[config.mk]
export PLATFORM = sky130hd
export DESIGN_NAME = tsp_dev_flat
export DESIGN_NICKNAME = d
export VERILOG_FILES = /design/src/verilog/tsp_pkg.sv /design/src/verilog/tsp_if.sv /design/src/verilog/tsp_dev.sv /design/src/flat_wrapper.sv
export SDC_FILE = /design/constraint.sdc
export NUM_CORES = 2
export LEC_CHECK = 0
export BUFFER_PORTS_ARGS = -buffer_cell sky130_fd_sc_hd__buf_2
export CORE_MARGIN = 4
export CORE_UTILIZATION = 34
export CTS_BUF_LIST = sky130_fd_sc_hd__clkbuf_4 sky130_fd_sc_hd__clkbuf_8
export CTS_CLUSTER_DIAMETER = 80
export DETAILED_ROUTE_END_ITERATION = 16
export SETUP_SLACK_MARGIN = 0.02
export SLEW_MARGIN = 10
export SYNTH_ARGS = -nofsm -noshare
export SYNTH_HDL_FRONTEND = slang
export SYNTH_SLANG_ARGS = --single-unit
[constraint.sdc]
create_clock -name i_ref_clk -period 5.4 [get_ports i_ref_clk]
set_input_delay 1.62 -clock i_ref_clk [delete_from_list [all_inputs] [get_ports i_ref_clk]]
set_output_delay 1.62 -clock i_ref_clk [all_outputs]
set_load 0.1 [all_outputs]
[src/verilog/tsp_pkg.sv]
// shared constants and types of the segmented transmit packet input
// assumes both ends run on one clock and are joined by tsp_if
package tsp_pkg;

    // ****************************************
    // segmented bus shape
    // ****************************************
    localparam int SEGS      = 2;
    localparam int DATA_W    = 128;
    localparam int CHAN_W    = 11;
    localparam int MTY_W     = 4;
    localparam int SEG_BYTES = 16;

    // ****************************************
    // device buffer and burst defaults
    // ****************************************
    localparam int FIFO_DEPTH      = 8;
    localparam int RDY_THRESH      = 4;
    localparam int MAX_BURST_WORDS = 16;

    // ****************************************
    // source register map (word index)
    // ****************************************
    localparam logic [3:0] REG_CTRL = 4'h0;
    localparam logic [3:0] REG_CHAN = 4'h1;
    localparam logic [3:0] REG_LEN  = 4'h2;
    localparam logic [3:0] REG_STAT = 4'h3;
    localparam logic [3:0] REG_MASK = 4'h4;
    localparam int CTRL_GO   = 0;
    localparam int CTRL_BCTL = 1;
    localparam int CTRL_ERR  = 2;
    localparam int ST_DONE   = 0;
    localparam int ST_OVF    = 1;
    localparam int ST_BUSY   = 2;
    localparam logic [1:0] STAT_RST = 2'h0;
    localparam logic [1:0] MASK_RST = 2'h0;

    // one segment of the bus
    typedef struct packed {
        logic              vld;
        logic              sop;
        logic              eop;
        logic              err;
        logic              bctl;
        logic [MTY_W-1:0]  mty;
        logic [CHAN_W-1:0] chan;
        logic [DATA_W-1:0] data;
    } tsp_seg_t;

    // empty count as the device honours it on a closing transfer
    function automatic logic [MTY_W-1:0] tsp_eff_mty(
        input logic             eop,
        input logic             err,
        input logic [MTY_W-1:0] mty
    );
        if (!eop)
            return 4'h0;
        return err ? {mty[3], 3'h0} : mty;
    endfunction

endpackage

[src/verilog/tsp_if.sv]
// segmented user bus between packet source and transmit input
// assumes both ends share one clock; no clocking here
`timescale 1ns/1ns
interface tsp_if;
    tsp_pkg::tsp_seg_t [tsp_pkg::SEGS-1:0] seg;
    logic                                  rdy;
    logic                                  ovf;

    modport dev
    (
        input  seg,
        output rdy,
        output ovf
    );

    modport src
    (
        output seg,
        input  rdy,
        input  ovf
    );
endinterface

[src/verilog/tsp_dev.sv]
// transmit input end: takes two bus segments a cycle, buffers them in
// order and emits one word a cycle with burst control words inserted
// assumes the source runs on i_ref_clk and the drain may stall it
//
// The plain strobed port and the address map were decided locally.
`timescale 1ns/1ns

module tsp_dev #(
    parameter int DEPTH     = tsp_pkg::FIFO_DEPTH,
    parameter int THRESH    = tsp_pkg::RDY_THRESH,
    parameter int MAX_BURST = tsp_pkg::MAX_BURST_WORDS
)
(
    // clock and reset
    input  wire logic                        i_ref_clk,
    input  wire logic                        i_rst_n,
    // segmented bus
    tsp_if.dev                               bus,
    // configuration
    input  wire logic [tsp_pkg::CHAN_W-1:0]  i_channel_range_cfg,
    // outgoing word stream
    input  wire logic                        i_out_rdy,
    output logic                             o_out_vld,
    output logic                             o_out_bcw,
    output logic                             o_out_sop,
    output logic                             o_out_eop,
    output logic                             o_out_err,
    output logic [tsp_pkg::MTY_W-1:0]        o_out_mty,
    output logic [tsp_pkg::CHAN_W-1:0]       o_out_chan,
    output logic [tsp_pkg::DATA_W-1:0]       o_out_data,
    // status
    output logic                             o_chan_bad
);
    localparam int AW = $clog2(DEPTH);

    // ****************************************
    // elaboration checks
    // ****************************************
    // two staged segments plus two new ones must always fit
    if (DEPTH < 4 || (1 << AW) != DEPTH || THRESH < 4 || THRESH > DEPTH
        || MAX_BURST < 1 || MAX_BURST > 255)
    begin : g_bad_param
        $error("tsp_dev: unsupported DEPTH, THRESH or MAX_BURST");
    end

    // ****************************************
    // state
    // ****************************************
    typedef struct packed {
        logic [tsp_pkg::DATA_W-1:0] data;
        logic [tsp_pkg::CHAN_W-1:0] chan;
        logic                       sop;
        logic                       eop;
        logic                       err;
        logic                       bctl;
        logic [tsp_pkg::MTY_W-1:0]  mty;
    } tsp_ent_t;

    typedef struct packed {
        tsp_pkg::tsp_seg_t [tsp_pkg::SEGS-1:0] stg;
        logic                                  rdy_seen;
        tsp_ent_t [DEPTH-1:0]                  mem;
        logic [AW:0]                           wp;
        logic [AW:0]                           rp;
        logic [7:0]                            bcnt;
        logic                                  bcw_sent;
        logic                                  vld;
        logic                                  bcw;
        logic                                  sop;
        logic                                  eop;
        logic                                  err;
        logic [tsp_pkg::MTY_W-1:0]             mty;
        logic [tsp_pkg::CHAN_W-1:0]            chan;
        logic [tsp_pkg::DATA_W-1:0]            data;
        logic                                  ovf;
        logic                                  chan_bad;
    } tsp_dev_st_t;

    tsp_dev_st_t q;
    tsp_dev_st_t d;
    logic [AW:0] used;
    logic        rdy;

    function automatic tsp_ent_t to_ent(input tsp_pkg::tsp_seg_t s);
        tsp_ent_t e;
        e.data = s.data;
        e.chan = s.chan;
        e.sop  = s.sop;
        e.eop  = s.eop;
        e.err  = s.err;
        e.bctl = s.bctl;
        e.mty  = s.mty;
        return e;
    endfunction

    // ****************************************
    // back-pressure
    // ****************************************
    assign used = q.wp - q.rp;
    // ready judged on committed fill only; the staged pair is covered by THRESH
    assign rdy     = ((AW + 1)'(DEPTH) - used) >= (AW + 1)'(THRESH);
    assign bus.rdy = rdy;
    assign bus.ovf = q.ovf;

    // ****************************************
    // next state
    // ****************************************
    always_comb
    begin
        logic [AW:0] wp;
        logic [AW:0] fill;
        tsp_ent_t    e;
        d        = q;
        wp       = q.wp;
        fill     = used;
        e        = '0;
        d.ovf      = 1'b0;
        d.chan_bad = 1'b0;

        // staged segments enter the buffer, segment zero first
        for (int s = 0; s < tsp_pkg::SEGS; s++)
        begin
            if (q.stg[s].vld)
            begin
                if (fill < (AW + 1)'(DEPTH))
                begin
                    d.mem[wp[AW-1:0]] = to_ent(q.stg[s]);
                    wp   = wp + 1'b1;
                    fill = fill + 1'b1;
                end
                else
                begin
                    d.ovf = 1'b1;
                end
                if (q.stg[s].chan > i_channel_range_cfg)
                begin
                    d.chan_bad = 1'b1;
                end
            end
        end
        if ((q.stg[0].vld || q.stg[1].vld) && !q.rdy_seen)
        begin
            d.ovf = 1'b1;
        end
        d.wp = wp;

        // capture each segment on its own valid only
        for (int s = 0; s < tsp_pkg::SEGS; s++)
        begin
            d.stg[s].vld = bus.seg[s].vld;
            if (bus.seg[s].vld)
            begin
                d.stg[s] = bus.seg[s];
            end
        end
        d.rdy_seen = rdy;

        // output word: control word ahead of payload when due
        if (!q.vld || i_out_rdy)
        begin
            d.vld = 1'b0;
            d.bcw = 1'b0;
            if (q.wp != q.rp)
            begin
                e = q.mem[q.rp[AW-1:0]];
                if (!q.bcw_sent && (e.sop || e.bctl
                    || q.bcnt >= 8'(MAX_BURST)))
                begin
                    d.vld      = 1'b1;
                    d.bcw      = 1'b1;
                    d.sop      = 1'b0;
                    d.eop      = 1'b0;
                    d.err      = 1'b0;
                    d.mty      = 4'h0;
                    d.chan     = e.chan;
                    d.data     = '0;
                    d.bcw_sent = 1'b1;
                    d.bcnt     = 8'h0;
                end
                else
                begin
                    d.vld  = 1'b1;
                    d.sop  = e.sop;
                    d.eop  = e.eop;
                    d.err  = e.eop & e.err;
                    d.mty  = tsp_pkg::tsp_eff_mty(e.eop, e.err, e.mty);
                    d.chan = e.chan;
                    d.data = e.data;
                    d.rp   = q.rp + 1'b1;
                    d.bcw_sent = 1'b0;
                    if (q.bcnt != 8'hff)
                    begin
                        d.bcnt = q.bcnt + 8'h1;
                    end
                end
            end
        end
    end

    // ****************************************
    // registers
    // ****************************************
    always_ff @(posedge i_ref_clk or negedge i_rst_n)
    begin
        if (!i_rst_n)
        begin
            q <= '0;
        end
        else
        begin
            q <= d;
        end
    end

    assign o_out_vld  = q.vld;
    assign o_out_bcw  = q.bcw;
    assign o_out_sop  = q.sop;
    assign o_out_eop  = q.eop;
    assign o_out_err  = q.err;
    assign o_out_mty  = q.mty;
    assign o_out_chan = q.chan;
    assign o_out_data = q.data;
    assign o_chan_bad = q.chan_bad;

endmodule

[src/flat_wrapper.sv]
// flat-port wrapper written by rule: the top's interface ports become plain ports
module tsp_dev_flat 
#(
    parameter int DEPTH     = tsp_pkg::FIFO_DEPTH,
    parameter int THRESH    = tsp_pkg::RDY_THRESH,
    parameter int MAX_BURST = tsp_pkg::MAX_BURST_WORDS
)
  (i_ref_clk, i_rst_n, i_channel_range_cfg, i_out_rdy, o_out_vld, o_out_bcw, o_out_sop, o_out_eop, o_out_err, o_out_mty, o_out_chan, o_out_data, o_chan_bad, bus_seg, bus_rdy, bus_ovf);
  tsp_if bus_i ();
  input  wire logic i_ref_clk;
  input  wire logic i_rst_n;
  input  wire logic [tsp_pkg::CHAN_W-1:0] i_channel_range_cfg;
  input  wire logic i_out_rdy;
  output logic o_out_vld;
  output logic o_out_bcw;
  output logic o_out_sop;
  output logic o_out_eop;
  output logic o_out_err;
  output logic [tsp_pkg::MTY_W-1:0] o_out_mty;
  output logic [tsp_pkg::CHAN_W-1:0] o_out_chan;
  output logic [tsp_pkg::DATA_W-1:0] o_out_data;
  output logic o_chan_bad;
  input wire logic [$bits(bus_i.seg)-1:0] bus_seg;
  output wire logic [$bits(bus_i.rdy)-1:0] bus_rdy;
  output wire logic [$bits(bus_i.ovf)-1:0] bus_ovf;
  assign bus_i.seg = bus_seg;
  assign bus_rdy = bus_i.rdy;
  assign bus_ovf = bus_i.ovf;
  tsp_dev #(.DEPTH(DEPTH), .THRESH(THRESH), .MAX_BURST(MAX_BURST)) u_core (.i_ref_clk(i_ref_clk), .i_rst_n(i_rst_n), .bus(bus_i), .i_channel_range_cfg(i_channel_range_cfg), .i_out_rdy(i_out_rdy), .o_out_vld(o_out_vld), .o_out_bcw(o_out_bcw), .o_out_sop(o_out_sop), .o_out_eop(o_out_eop), .o_out_err(o_out_err), .o_out_mty(o_out_mty), .o_out_chan(o_out_chan), .o_out_data(o_out_data), .o_chan_bad(o_chan_bad));
endmodule
==> flow_summary.json <==
{
  "post_dp_cell_area_um2": 89200,
  "fin_crit_ns": 5.06,
  "grt_overflow": 0,
  "io_buffers": 460,
  "placed_cells": 10400,
  "cts_tree": "yes",
  "leakage_nw": 35.3,
  "drcViolationCount": 0,
  "synth_cells": 7647,
  "cp_data_required_time_ns": 3.78,
  "synth_cell_types": 56,
  "synthTopCellsByArea": "dfrtp_1 (48%), mux2i_1 (15%), nor4_1 (8.5%)",
  "syn-num-nets": 7988,
  "clk_pin_slew_ns": 0.06,
  "viasPerCell": 6.02,
  "grt_pass1_vias": 67000,
  "grt_pass1_wl_mm": 453,
  "gp_congestion": 0.801,
  "worst_skew_pair.late_latency_ns": 1.08,
  "fp-row-count": 184,
  "chipHeight_um": 510,
  "nets": 7686,
  "htreeDepth": 5,
  "yosys_warnings": 0,
  "ioPinCount": 461,
  "status": "finished clean",
  "ff_latch_area_um2": 41000,
  "cellPowerDensity_nw_per_um2": 760,
  "synth_edf_count": 0,
  "hpwl_mm": 166,
  "fin_worst_skew_ns": 0.120,
  "drive_gt1_share_pct": 23.5,
  "ys.flop_type": "dfrtp_1",
  "synthToLayoutAreaGrowth_pct": 11.5,
  "yosys-top-cells-count": "dfrtp_1 (1640), mux2i_1 (1317), a21oi_1 (1170)",
  "drv_slew": 0,
  "cp_data_arrival_time_ns": 3.44,
  "startpoint_type": "flop",
  "wl_mm": 305,
  "yosysTopAreaCell": "dfrtp_1",
  "hold_violations": 0,
  "report.power.total_mw": 72.8,
  "yosysMostFrequentCell": "dfrtp_1",
  "multi_input_area_um2": 39300,
  "ys_ff_latch": 1640,
  "async_flop_share_pct": 100,
  "grt_max_degree": 209,
  "coreArea_um2": 251000,
  "initial_core_util_pct": 34.1,
  "ys_seq_area_share_pct": 47.8,
  "holdBufCountCts": 0,
  "fmax_mhz": 198,
  "nFillCells": 24400,
  "syn_area_per_cell_um2": 11.2,
  "die-area_um2": 261000,
  "min_path_type": "reg2reg",
  "tightest_slew_ns": 1.38,
  "worstSetupPathType": "reg2out",
  "cp_max_fo": 18,
  "max_cap_violations": 0,
  "crit_path_end_kind": "output port",
  "fin_area_um2": 95800,
  "setup_viol": 0,
  "cts_buffer_depth": 4,
  "drtIter0Drc": 6963,
  "cts_setup_buffers": 0,
  "cts_buffers": 322,
  "grt_usage_pct": 22.7,
  "stdcell_count": 10900,
  "fin_util_pct": 38.1,
  "finalCritPeriodShare_pct": 93.7,
  "ant_nets": 0,
  "avgRoutedWirePerCell_um": 28.0,
  "num_vias": 65700,
  "antenna_found_initial": 13,
  "synth_area_um2": 85900,
  "slew_headroom_pct": 8.07,
  "cts_root_buffer": "clkbuf_8",
  "setup_tns_ns": 0,
  "peakVddDrop_mv": 1.18,
  "rsz0062_at_grt": "no",
  "drt_first_pass_iters": 6,
  "die_w_um": 510,
  "synth_top_area_share_pct": 47.8,
  "clkSinkCount": 1640
}
-- final timing paths --
kind,slack [ns],startpoint,end,cells past startpoint
worst max-delay path,0.34,u_core.q[161],bus_rdy,9
worst min-delay path,0.47,u_core.o_out_data[54],u_core.o_out_data[54],2
worst max register to register,0.66,u_core.q[163],u_core.q[878],15
worst min register to register,0.47,u_core.o_out_data[54],u_core.o_out_data[54],2
max in group asynchronous,3.38,i_rst_n,u_core.q[1417],2
min in group asynchronous,0.57,i_rst_n,u_core.q[805],1
-- cell families after synthesis --
group,count (synthesis),synth area share (%)
buf+inv,1259,6.60
fa+ha+maj,31,0.461
compound gates,1353,8.06
flops,1640,47.8
xor+xnor,19,0.203
mux,1911,27.0
simple gates,1434,9.87
-- flip-flops by register name (all words and copies together) (netlist names) --
signal             cells
u_core.q            1490
u_core.o_out_data    128
u_core.o_out_chan     11
u_core.o_out_mty       4
u_core.bus.ovf         1
u_core.o_chan_bad      1
u_core.o_out_bcw       1
u_core.o_out_eop       1
u_core.o_out_err       1
u_core.o_out_sop       1
u_core.o_out_vld       1
-- repair_timing --
| item | 4_1_cts | 5_1_grt |
|---|---|---|
| gates resized for setup | 1 | 2 |
| pin swaps | 0 | 0 |
| endpoints found under the setup margin | 1 | 1 |
-- power breakdown --
group          total (mW)  switching (mW)  leakage, nW  internal [mW]
combinational        38.1            25.8         12.7           12.3
sequential           21.7            3.73         19.2           17.9
clock                13.0            5.57         3.46           7.46
total                72.8            35.1         35.3           37.7
-- placed cells by master (no fill, tap or decap), types with 12 or more instances in the layout --
| cell type | n |
|---|---|
| o21ai_0 | 135 |
| nor2_1 | 28 |
| nand2_1 | 178 |
| buf_4 | 66 |
| mux2i_1 | 1316 |
| a21oi_1 | 1169 |
| clkbuf_4 | 102 |
| clkbuf_8 | 385 |
| buf_2 | 456 |
| clkinv_2 | 26 |
| mux2_2 | 299 |
| ha_1 | 29 |
| dfrtp_1 | 1638 |
| inv_1 | 18 |
| a31oi_1 | 12 |
| mux4_2 | 294 |
| buf_12 | 89 |
| nor4_1 | 1167 |
-- cell type report --
type,count,area share [%]
multi-input combinational,4748,41.1
timing repair buffer,613,4.79
clock inverter,46,0.493
sequential,1640,42.9
tap,3348,4.37
antenna,8,0.0209
clock buffer,485,6.30
inverter,20,0.0862
-- routing by layer --
| metal | global-route usage (%) | share of wire, % | vias up |
|---|---|---|---|
| met5 | 0 | 0.018 | - |
| met2 | 35.7 | 47 | 3159 |
| met3 | 4.40 | 7.4 | 673 |
| li1 | - | - | 28100 |
| met4 | 9.35 | 4.2 | 8 |
| met1 | 30.6 | 42 | 33800 |
-- worst max-delay path, cell delays in order (launching register included) --
cell	delay, ns
dfrtp_1	0.45
inv_8	0.13
ha_2	0.45
nand2_1	0.15
o21ai_4	0.32
xnor2_2	0.17
and3_1	0.23
nor2_1	0.11
buf_4	0.21
buf_12	0.19
-- per-stage QoR --
stage / worst slack [ns] / hold slack, ns
after floorplan: 0.0511 / 0.451
after global placement: 0.709 / 0.461
after detailed placement: 0.630 / 0.466
after CTS: 0.0690 / 0.480
after global routing: 0.0883 / 0.495
final: 0.342 / 0.470
Note: power is estimated with default switching activity, not from simulation.
